--- src/odfd_pkg.sv ---
/*
  Constants shared by the octal driver fault diagnostics block: clock
  rate, register width, fault codes, command keys and reset values.
  Assumes a single system clock at the rate given below.
*/
`default_nettype none

package odfd_pkg;

  // ****************************************************************
  // Clock and sizes
  // ****************************************************************
  localparam int CLK_PERIOD_NS = 40;          // System clock period
  localparam int NUM_CH        = 8;           // Output channels
  localparam int REG_W         = 16;          // Fault register width
  localparam int CODE_W        = 2;           // Bits per channel
  localparam int BITCNT_W      = 5;           // Serial bit counter width
  localparam int KEY_LSB       = 8;           // Key byte position
  localparam int DIRECT_FIRST  = 5;           // Index of first pin channel
  localparam int NUM_DIRECT    = 3;           // Channels with a pin input

  // ****************************************************************
  // Fault codes, high bit then low bit
  // ****************************************************************
  localparam logic [1:0] CODE_NONE  = 2'h0;   // No fault
  localparam logic [1:0] CODE_OPEN  = 2'h1;   // Open load
  localparam logic [1:0] CODE_SHORT = 2'h2;   // Short to ground
  localparam logic [1:0] CODE_OVC   = 2'h3;   // Overcurrent

  // ****************************************************************
  // Register images and reset values
  // ****************************************************************
  localparam logic [15:0] FAULT_RESET   = 16'h0000; // Cleared at power-on
  localparam logic [15:0] THERMAL_IMAGE = 16'hffff; // Any thermal fault
  localparam logic [4:0]  WORD_BITS     = 5'h10;    // Bits in a full word
  localparam logic [7:0]  OUT_RESET     = 8'h00;    // Outputs off
  localparam logic [7:0]  DIAG_RESET    = 8'h00;    // Non-latching
  localparam logic [7:0]  PROT_RESET    = 8'h00;    // Switch-off protection

  // ****************************************************************
  // Command keys in the upper byte
  // ****************************************************************
  localparam logic [7:0] KEY_OUTPUT  = 8'hac; // Output state word
  localparam logic [7:0] KEY_DIAG    = 8'ha3; // Diagnostic mode word
  localparam logic [7:0] KEY_PROTECT = 8'haa; // Protection mode word

endpackage

`default_nettype wire
--- src/odfd_core.sv ---
/*
  Fault diagnostics of an eight-channel low-side driver with its serial
  port. Holds the command state, judges each channel, keeps the fault
  register and shifts it out while shifting a command word in.
  Assumes comparator levels, pins and the serial port are asynchronous
  to clk_sys and that clk_sys is much faster than the serial clock.
*/
`default_nettype none

module odfd_core #(
  parameter int           FILTER_TIME_NS  = 20000,    // Open/short filter
  parameter int           OVC_TIME_NS     = 10000,    // Overcurrent filter
  parameter int           RESTART_TIME_NS = 10000000, // Restart delay
  parameter int           CNT_W           = 24,       // Timer width
  parameter logic         CLEAR_ALL       = 1'b1      // 1: clear all at word
) (
  // Clock and reset
  input  wire logic       clk_sys,
  input  wire logic       reset,
  // Serial port
  input  wire logic       chip_select_n,
  input  wire logic       serial_clock,
  input  wire logic       serial_input,
  output var  logic       serial_output,
  // Analog comparator levels per channel
  input  wire logic [7:0] drain_between,
  input  wire logic [7:0] drain_below_gnd,
  input  wire logic [7:0] over_current,
  input  wire logic [7:0] thermal_shutdown,
  // Parallel inputs of channels six to eight
  input  wire logic [2:0] direct_drive_wire,
  // Driver gates and fault register view
  output var  logic [7:0] channel_drive,
  output var  logic [15:0] channel_fault_codes
);

  // ****************************************************************
  // Timing counts
  // ****************************************************************
  localparam int FILT_INT = (FILTER_TIME_NS + odfd_pkg::CLK_PERIOD_NS - 1)
                            / odfd_pkg::CLK_PERIOD_NS;
  localparam int OVC_INT  = (OVC_TIME_NS + odfd_pkg::CLK_PERIOD_NS - 1)
                            / odfd_pkg::CLK_PERIOD_NS;
  localparam int RES_INT  = (RESTART_TIME_NS + odfd_pkg::CLK_PERIOD_NS - 1)
                            / odfd_pkg::CLK_PERIOD_NS;
  localparam logic [CNT_W-1:0] FILT_LAST = CNT_W'((FILT_INT < 1) ? 0 :
                                                  FILT_INT - 1);
  localparam logic [CNT_W-1:0] OVC_LAST  = CNT_W'((OVC_INT < 1) ? 0 :
                                                  OVC_INT - 1);
  localparam logic [CNT_W-1:0] RES_LAST  = CNT_W'((RES_INT < 1) ? 0 :
                                                  RES_INT - 1);

  // Key match of a received word
  function automatic logic is_key(input logic [15:0] w,
                                  input logic [7:0]  k);
    is_key = (w[15:8] == k);
  endfunction

  // ****************************************************************
  // Synchronisers
  // ****************************************************************
  logic [2:0]  cs_sy, sck_sy, din_sy;       // Serial pins, two stages+edge
  logic [7:0]  btw_s1, btw_s2;              // Drain between thresholds
  logic [7:0]  low_s1, low_s2;              // Drain below ground threshold
  logic [7:0]  ovc_s1, ovc_s2;              // Current above threshold
  logic [7:0]  thr_s1, thr_s2;              // Thermal shutdown
  logic [2:0]  dd_s1, dd_s2, dd_q;          // Parallel inputs and history

  // Two flops on every asynchronous level before use
  always_ff @(posedge clk_sys or posedge reset) begin
    if (reset) begin
      cs_sy  <= 3'h7;
      sck_sy <= 3'h0;
      din_sy <= 3'h0;
      btw_s1 <= 8'h00;
      btw_s2 <= 8'h00;
      low_s1 <= 8'h00;
      low_s2 <= 8'h00;
      ovc_s1 <= 8'h00;
      ovc_s2 <= 8'h00;
      thr_s1 <= 8'h00;
      thr_s2 <= 8'h00;
      dd_s1  <= 3'h0;
      dd_s2  <= 3'h0;
      dd_q   <= 3'h0;
    end else begin
      cs_sy  <= {cs_sy[1:0], chip_select_n};
      sck_sy <= {sck_sy[1:0], serial_clock};
      din_sy <= {din_sy[1:0], serial_input};
      btw_s1 <= drain_between;
      btw_s2 <= btw_s1;
      low_s1 <= drain_below_gnd;
      low_s2 <= low_s1;
      ovc_s1 <= over_current;
      ovc_s2 <= ovc_s1;
      thr_s1 <= thermal_shutdown;
      thr_s2 <= thr_s1;
      dd_s1  <= direct_drive_wire;
      dd_s2  <= dd_s1;
      dd_q   <= dd_s2;
    end
  end

  // Edges seen on the synchronised serial pins
  logic cs_fall, cs_rise, sck_rise, sck_fall, active, thermal_any;
  assign cs_fall     = cs_sy[2] & ~cs_sy[1];
  assign cs_rise     = ~cs_sy[2] & cs_sy[1];
  assign active      = ~cs_sy[1];
  assign sck_rise    = active & ~sck_sy[2] & sck_sy[1];
  assign sck_fall    = active & sck_sy[2] & ~sck_sy[1];
  assign thermal_any = |thr_s2;

  // ****************************************************************
  // Serial shift register
  // ****************************************************************
  logic [15:0]               shift;         // Out data, then in data
  logic [odfd_pkg::BITCNT_W-1:0] bit_cnt;   // Bits received, saturating
  logic [15:0]               codes;         // Fault register
  logic [15:0]               next_codes;    // Fault register next value
  logic                      valid_word;    // Full word at select rise

  assign valid_word = cs_rise & (bit_cnt == odfd_pkg::WORD_BITS);

  // Load at select fall, shift in on rise, present on fall
  always_ff @(posedge clk_sys or posedge reset) begin
    if (reset) begin
      shift         <= odfd_pkg::FAULT_RESET;
      bit_cnt       <= '0;
      serial_output <= 1'b0;
    end else if (cs_fall) begin
      // Thermal image overrides the codes without storing it
      if (thermal_any) begin
        shift         <= odfd_pkg::THERMAL_IMAGE;
        serial_output <= 1'b1;
      end else begin
        shift         <= next_codes;
        serial_output <= next_codes[15];
      end
      bit_cnt <= '0;
    end else if (sck_rise) begin
      // Extra bits wrap through; the last sixteen form the word
      shift <= {shift[14:0], din_sy[2]};
      if (bit_cnt != odfd_pkg::WORD_BITS) begin
        bit_cnt <= bit_cnt + 1'b1;
      end
    end else if (sck_fall) begin
      serial_output <= shift[15];
    end
  end

  // ****************************************************************
  // Command state
  // ****************************************************************
  logic [7:0] out_cmd;      // Commanded output state
  logic [7:0] diag_latch;   // 1: latching diagnostics
  logic [7:0] linear_lim;   // 1: linear limiting, no trip
  logic [7:0] prev_zero;    // Last valid word wrote this output zero
  logic [7:0] spi_restart;  // Zero-then-one restart pulse

  assign spi_restart = (valid_word &&
                        is_key(shift, odfd_pkg::KEY_OUTPUT)) ?
                       (shift[7:0] & prev_zero) : 8'h00;

  // Decode valid words; partial words are ignored
  always_ff @(posedge clk_sys or posedge reset) begin
    if (reset) begin
      out_cmd    <= odfd_pkg::OUT_RESET;
      diag_latch <= odfd_pkg::DIAG_RESET;
      linear_lim <= odfd_pkg::PROT_RESET;
      prev_zero  <= 8'h00;
    end else if (valid_word) begin
      if (is_key(shift, odfd_pkg::KEY_OUTPUT)) begin
        out_cmd   <= shift[7:0];
        prev_zero <= ~shift[7:0];
      end else begin
        prev_zero <= 8'h00;
      end
      if (is_key(shift, odfd_pkg::KEY_DIAG)) begin
        diag_latch <= shift[7:0];
      end
      if (is_key(shift, odfd_pkg::KEY_PROTECT)) begin
        linear_lim <= shift[7:0];
      end
    end
  end

  // ****************************************************************
  // Per-channel filters, trip and restart
  // ****************************************************************
  logic [7:0] chan_input;   // Channel asked to be on
  logic [7:0] tripped;      // Switched off by overcurrent
  logic [7:0] open_ev;      // Latching open load event
  logic [7:0] short_ev;     // Latching short event
  logic [7:0] ovc_ev;       // Overcurrent trip event
  logic [7:0] res_expire;   // Restart delay reached

  for (genvar i = 0; i < odfd_pkg::NUM_CH; i++) begin : g_ch
    logic [CNT_W-1:0] open_cnt, short_cnt, ovc_cnt, res_cnt;
    logic open_c, short_c, ovc_c, pin_rise;

    if (i >= odfd_pkg::DIRECT_FIRST) begin : g_pin
      assign chan_input[i] = out_cmd[i] | dd_s2[i-odfd_pkg::DIRECT_FIRST];
      assign pin_rise      = dd_s2[i-odfd_pkg::DIRECT_FIRST] &
                             ~dd_q[i-odfd_pkg::DIRECT_FIRST];
    end else begin : g_nopin
      assign chan_input[i] = out_cmd[i];
      assign pin_rise      = 1'b0;
    end

    // Conditions that feed the filters
    assign open_c  = diag_latch[i] & ~channel_drive[i] & btw_s2[i];
    assign short_c = diag_latch[i] & ~channel_drive[i] & low_s2[i];
    assign ovc_c   = channel_drive[i] & ~linear_lim[i] & ovc_s2[i];
    assign open_ev[i]    = open_c & (open_cnt == FILT_LAST);
    assign short_ev[i]   = short_c & (short_cnt == FILT_LAST);
    assign ovc_ev[i]     = ovc_c & (ovc_cnt == OVC_LAST);
    assign res_expire[i] = tripped[i] & (res_cnt == RES_LAST);

    // Filter counters count while the condition stands
    always_ff @(posedge clk_sys or posedge reset) begin
      if (reset) begin
        open_cnt  <= '0;
        short_cnt <= '0;
        ovc_cnt   <= '0;
      end else begin
        open_cnt  <= (open_c && open_cnt != FILT_LAST + 1'b1) ?
                     open_cnt + 1'b1 : (open_c ? open_cnt : '0);
        short_cnt <= (short_c && short_cnt != FILT_LAST + 1'b1) ?
                     short_cnt + 1'b1 : (short_c ? short_cnt : '0);
        ovc_cnt   <= (ovc_c && !ovc_ev[i]) ? ovc_cnt + 1'b1 : '0;
      end
    end

    // Trip, restart delay and gate drive
    always_ff @(posedge clk_sys or posedge reset) begin
      if (reset) begin
        tripped[i]       <= 1'b0;
        res_cnt          <= '0;
        channel_drive[i] <= 1'b0;
      end else begin
        if (ovc_ev[i]) begin
          tripped[i] <= 1'b1;
        end else if (res_expire[i] || spi_restart[i] || pin_rise) begin
          tripped[i] <= 1'b0;
        end
        res_cnt <= (tripped[i] && !res_expire[i]) ? res_cnt + 1'b1 : '0;
        channel_drive[i] <= chan_input[i] & ~tripped[i] & ~ovc_ev[i];
      end
    end

  end

  // ****************************************************************
  // Fault register
  // ****************************************************************
  // Next codes: clear first, then events, so a new fault wins a clear
  always_comb begin
    logic [1:0] cur;
    cur        = odfd_pkg::CODE_NONE;
    next_codes = codes;
    for (int i = 0; i < odfd_pkg::NUM_CH; i++) begin
      cur = codes[2*i +: 2];
      if (valid_word && (CLEAR_ALL || cur != odfd_pkg::CODE_OVC)) begin
        cur = odfd_pkg::CODE_NONE;
      end
      if (!CLEAR_ALL && cur == odfd_pkg::CODE_OVC &&
          (res_expire[i] || !chan_input[i])) begin
        cur = odfd_pkg::CODE_NONE;
      end
      if (ovc_ev[i]) begin
        cur = odfd_pkg::CODE_OVC;
      end else if (cur != odfd_pkg::CODE_OVC) begin
        if (diag_latch[i]) begin
          // Latching: keep until the clear condition
          if (short_ev[i]) begin
            cur = odfd_pkg::CODE_SHORT;
          end else if (open_ev[i]) begin
            cur = odfd_pkg::CODE_OPEN;
          end
        end else if (cs_fall) begin
          // Non-latching: only the level at select fall counts
          if (channel_drive[i]) begin
            cur = odfd_pkg::CODE_NONE;
          end else if (low_s2[i]) begin
            cur = odfd_pkg::CODE_SHORT;
          end else if (btw_s2[i]) begin
            cur = odfd_pkg::CODE_OPEN;
          end else begin
            cur = odfd_pkg::CODE_NONE;
          end
        end
      end
      next_codes[2*i +: 2] = cur;
    end
  end

  // Register and its read-only view
  always_ff @(posedge clk_sys or posedge reset) begin
    if (reset) begin
      codes               <= odfd_pkg::FAULT_RESET;
      channel_fault_codes <= odfd_pkg::FAULT_RESET;
    end else begin
      codes               <= next_codes;
      channel_fault_codes <= next_codes;
    end
  end
endmodule // odfd_core

`default_nettype wire

--- config.mk ---
export PLATFORM = sky130hd
export DESIGN_NAME = odfd_core
export DESIGN_NICKNAME = d
export VERILOG_FILES = /design/src/odfd_pkg.sv /design/src/odfd_core.sv
export SDC_FILE = /design/constraint.sdc
export NUM_CORES = 2
export LEC_CHECK = 0
export ABC_CLOCK_PERIOD_IN_PS = 31100
export BUFFER_PORTS_ARGS = -buffer_cell sky130_fd_sc_hd__buf_2
export CAP_MARGIN = 0
export CORE_AREA = 2 2 428 430
export CTS_CLUSTER_DIAMETER = 120
export DETAILED_ROUTE_END_ITERATION = 7
export DIE_AREA = 0 0 430 432
export HOLD_SLACK_MARGIN = 0.1
export PLACE_DENSITY = 0.43
export SLEW_MARGIN = 20
export SYNTH_ARGS = -nofsm -noshare
export SYNTH_HDL_FRONTEND = slang
export SYNTH_SLANG_ARGS = --single-unit
--- constraint.sdc ---
create_clock -name clk_sys -period 31.1 [get_ports clk_sys]
set_input_delay 4.665 -clock clk_sys [delete_from_list [all_inputs] [get_ports clk_sys]]
set_output_delay 4.665 -clock clk_sys [all_outputs]
set_load 0.02 [all_outputs]
==> metrics.txt <==
# TYPE chip_impl_metric gauge
chip_impl_info{name="run_status",value="completed"} 1
chip_impl_metric{name="synth_mux_area_share",unit="%"} 0.776
chip_impl_metric{name="layout_min_cycle_time",unit="ns"} 7.10
chip_impl_info{name="top_cells_by_area_in_the_synthesized_netlist",value="dfrtp_1, xnor2_1, nor2_1, xor2_1, nand3_1"} 1
chip_impl_metric{name="nNetsFinal",unit=""} 4830
chip_impl_metric{name="max-vdd-ir-drop",unit="V"} 0.0000426
chip_impl_metric{name="timing.critical_path.fanout_max",unit=""} 112
chip_impl_metric{name="yosysUniqueCellTypes",unit=""} 75
chip_impl_metric{name="dieWidth",unit="um"} 430
chip_impl_info{name="dominant_combinational_cell_family_by_area_after_synthesis",value="simple AND/OR/NAND/NOR gates"} 1
chip_impl_metric{name="worstPathRequired",unit="ns"} 31.84
chip_impl_metric{name="synthesis.yosys.warnings",unit=""} 0
chip_impl_metric{name="fmaxAchievable",unit="MHz"} 141
chip_impl_metric{name="clk_path_buf_depth",unit=""} 3
chip_impl_metric{name="setup_skew_after_layout",unit="ns"} 0.0485
chip_impl_metric{name="report.final.setup_viol",unit=""} 0
chip_impl_metric{name="synth_seq_cells",unit=""} 936
chip_impl_metric{name="first_pass_iters",unit=""} 5
chip_impl_metric{name="h-tree-depth",unit=""} 3
chip_impl_metric{name="cellLeakagePower",unit="nW"} 19.7
chip_impl_info{name="cts_root_buffer",value="clkbuf_16"} 1
chip_impl_metric{name="slew_viol_final",unit=""} 0
chip_impl_metric{name="instances_no_fill",unit=""} 7215
chip_impl_metric{name="place.detailed.instances",unit=""} 7003
chip_impl_metric{name="slew-limit-headroom",unit="%"} 28.1
chip_impl_metric{name="grt_antenna_before_repair",unit=""} 0
chip_impl_metric{name="layout_cell_share_with_drive_strength_beyond_1",unit="%"} 8.20
chip_impl_info{name="timing.rr.end",value="shift[11]$_DFFE_PP0P_"} 1
chip_impl_metric{name="hold-worst-slack",unit="ns"} 0.347
chip_impl_metric{name="worst_pin_slew",unit="ns"} 1.08
chip_impl_metric{name="post-route-period-util",unit="%"} 22.8
chip_impl_metric{name="synth-edff-count",unit=""} 0
chip_impl_metric{name="fraction_of_the_yosys_area_taken_by_sequential_cells",unit="%"} 51.9
chip_impl_info{name="timing.hold.worst_endpoint",value="thr_s2[6]$_DFF_PP0_"} 1
chip_impl_info{name="synth_top_flop_cell",value="dfrtp_1"} 1
chip_impl_metric{name="dpl.hpwl",unit="mm"} 72.5
chip_impl_metric{name="syn_avg_cell_area",unit="sq um"} 9.71
chip_impl_info{name="yosysMostFrequentCell",value="dfrtp_1"} 1
chip_impl_metric{name="synth_compound_gate_area_share",unit="%"} 4.64
chip_impl_metric{name="postSynthCellCount",unit=""} 4647
chip_impl_metric{name="via_count_of_the_first_global_routing_pass",unit=""} 33000
chip_impl_metric{name="dieArea",unit="sq um"} 186000
chip_impl_metric{name="mappedNetlistArea",unit="sq um"} 45100
chip_impl_info{name="criticalPathCategory",value="in -> async"} 1
chip_impl_metric{name="total_power",unit="W"} 0.00270
chip_impl_metric{name="initialDrtViolationCount",unit=""} 1738
chip_impl_info{name="min_from",value="thr_s1[6]$_DFF_PP0_"} 1
chip_impl_metric{name="place_congestion",unit=""} 0.759
chip_impl_metric{name="total_routing_usage_gr",unit="%"} 11.7
chip_impl_metric{name="grt.overflow.total",unit=""} 0
chip_impl_metric{name="reg2reg_depth",unit=""} 5
chip_impl_metric{name="post-cts-setup-buffer-count",unit=""} 0
chip_impl_metric{name="path_clk_slew",unit="ns"} 0.06
chip_impl_metric{name="synth_top_cell_area_share",unit="%"} 51.7
chip_impl_info{name="cts_tree",value="built"} 1
chip_impl_metric{name="wl_per_cell",unit="um"} 15.0
chip_impl_metric{name="core_rows",unit=""} 157
chip_impl_metric{name="synth_xor_area_share",unit="%"} 12.0
chip_impl_metric{name="starting_utilization_of_the_core_area",unit="%"} 24.8
chip_impl_metric{name="avgViaCountPerCell",unit=""} 4.55
chip_impl_metric{name="area.growth.synth_to_final",unit="%"} 16.1
chip_impl_metric{name="clkLatencyLatePin",unit="ns"} 0.74
chip_impl_metric{name="postCtsHoldBufs",unit=""} 0
chip_impl_info{name="worstReg2RegStart",value="channel_drive[5]$_DFF_PP0_"} 1
chip_impl_info{name="setup_repair_after_global_routing_missed_its_margin",value="false"} 1
chip_impl_metric{name="drtAntennaViolNets",unit=""} 0
chip_impl_metric{name="reg2reg_slack",unit="ns"} 28.18
chip_impl_metric{name="timing.final.hold_violations",unit=""} 0
chip_impl_info{name="hold_path_class",value="reg -> reg"} 1
chip_impl_metric{name="floorplan.die.height",unit="um"} 432
chip_impl_metric{name="grt_first_pass_wirelength",unit="mm"} 180
chip_impl_metric{name="numPortBuffers",unit=""} 64
chip_impl_metric{name="critPathArrivalTime",unit="ns"} 7.84
chip_impl_metric{name="hold_depth",unit=""} 0
chip_impl_metric{name="max-cap-violations",unit=""} 0
chip_impl_metric{name="synth_simple_gate_area_share",unit="%"} 26.5
chip_impl_metric{name="routed_wl",unit="mm"} 108
chip_impl_metric{name="number_of_buffers_added_by_the_clock_tree_synthesis_step",unit=""} 112
chip_impl_metric{name="power_per_cell_area",unit="nW/um^2"} 51.6
chip_impl_info{name="synth_area_leader_cell",value="dfrtp_1"} 1
chip_impl_info{name="netlist_top_cells_count",value="dfrtp_1, nor2_1, xnor2_1"} 1
chip_impl_metric{name="route.detailed.drc",unit=""} 0
chip_impl_info{name="cp-start-kind",value="input pin"} 1
chip_impl_metric{name="clock_sinks",unit=""} 936
chip_impl_metric{name="synthesis.nets",unit=""} 4745
chip_impl_info{name="timing.critical_path.to_type",value="async pin"} 1
chip_impl_metric{name="core_area",unit="sq um"} 182000
chip_impl_metric{name="num_vias",unit=""} 32900
chip_impl_metric{name="pin_count_of_the_biggest_net_entering_global_routing",unit=""} 113
chip_impl_metric{name="post_synth_fa_ha_maj_area_fraction",unit="%"} 1.61
chip_impl_metric{name="setup_tns",unit="ns"} 0
chip_impl_metric{name="cts.repair.resized",unit=""} 0
chip_impl_metric{name="synth-async-reset-ratio",unit="%"} 100
chip_impl_metric{name="design.portCount",unit=""} 65
==> critical path, cell delays in order <==
cell	delay, ns
buf_2	0.14
inv_8	0.50
buf_4	0.69
buf_4	0.79
buf_4	0.82
==> kinds of logic (layout without fill, tap and decap cells) <==
logic type	count (synthesis)	in the layout
buffers and inverters	306	488
DFF	936	936
AOI/OAI and AO/OA	342	342
xor gates and xnor gates	619	619
and+or+nand+nor	2353	2353
adders and majority gates	58	58
muxes	33	33
other	0	1
==> cell type report <==
cell class / count / area, sq um
Clock inverter: 56 / 771
Timing Repair Buffer: 118 / 729
Sequential cell: 936 / 23400
Multi-Input combinational cell: 3405 / 20600
Tap cell: 2385 / 2980
Inverter: 159 / 604
Antenna cell: 1 / 2.50
Fill cell: 18900 / 129000
Clock buffer: 155 / 3260
==> placed cells by master, fill, tap and decap left out, types with 16 or more instances in the layout <==
| master | instances |
|---|---|
| or2_2 | 16 |
| and4_1 | 76 |
| ha_1 | 58 |
| buf_2 | 64 |
| and2_1 | 38 |
| nor4_1 | 151 |
| nand2_1 | 302 |
| o21ai_0 | 113 |
| mux2i_1 | 17 |
| xnor2_1 | 346 |
| inv_1 | 158 |
| clkbuf_16 | 113 |
| nor2_1 | 795 |
| nand3b_1 | 27 |
| nor4b_1 | 34 |
| mux2_2 | 16 |
| nand4_1 | 183 |
| or3_1 | 114 |
| clkinv_2 | 26 |
| nor3_1 | 192 |
| nand3_1 | 242 |
| xor2_1 | 273 |
| buf_4 | 53 |
| or4_1 | 19 |
| dfrtp_1 | 933 |
| a31oi_1 | 17 |
| a21oi_1 | 105 |
| nor3b_1 | 26 |
| clkbuf_8 | 27 |
| and3_1 | 66 |
==> stage by stage <==
step	instance area (sq um)	utilization, %	setup slack, ns
5_1_grt	52400	28.8	23.44
6_report	52400	28.8	24.00
2_1_floorplan	45100	-	0.119
4_1_cts	52400	28.8	23.83
3_3_place_gp	48300	26.6	23.01
3_5_place_dp	48400	26.6	23.01
==> state kept, by name, indices dropped and copies added (netlist names), 16 cells and up <==
register / flops
g_ch.open_cnt: 192
codes: 16
g_ch.short_cnt: 192
shift: 16
g_ch.ovc_cnt: 192
g_ch.res_cnt: 192
==> where the power goes <==
part | leakage, nW | switching (W) | internal [W]
combinational | 4.95 | 0.0000381 | 0.0000118
sequential | 12.7 | 0.0000143 | 0.00123
clock | 1.99 | 0.000553 | 0.000858
total | 19.7 | 0.000605 | 0.00210
==> how the worst max path moves through the flow <==
stage / end / from / slack [ns] / cells past startpoint
after global placement: g_ch[5].ovc_cnt[3]$_DFF_PP0_ / reset / 23.01 / 5
after global routing: g_ch[5].open_cnt[4]$_DFFE_PP0P_ / reset / 23.44 / 5
after detailed placement: g_ch[5].ovc_cnt[17]$_DFF_PP0_ / reset / 23.01 / 5
after CTS: g_ch[5].open_cnt[6]$_DFFE_PP0P_ / reset / 23.83 / 5
after floorplan: bit_cnt[0]$_DFFE_PP0P_ / reset / 0.12 / 1
final: g_ch[5].open_cnt[11]$_DFFE_PP0P_ / reset / 24.00 / 5
==> metal layers <==
metal,track usage (%),share of wire (%)
met2,19.9,48
met1,15.2,46
met5,0,0
met3,1.61,2.7
met4,4.12,2.7
Power figures use the tool's default switching activity.
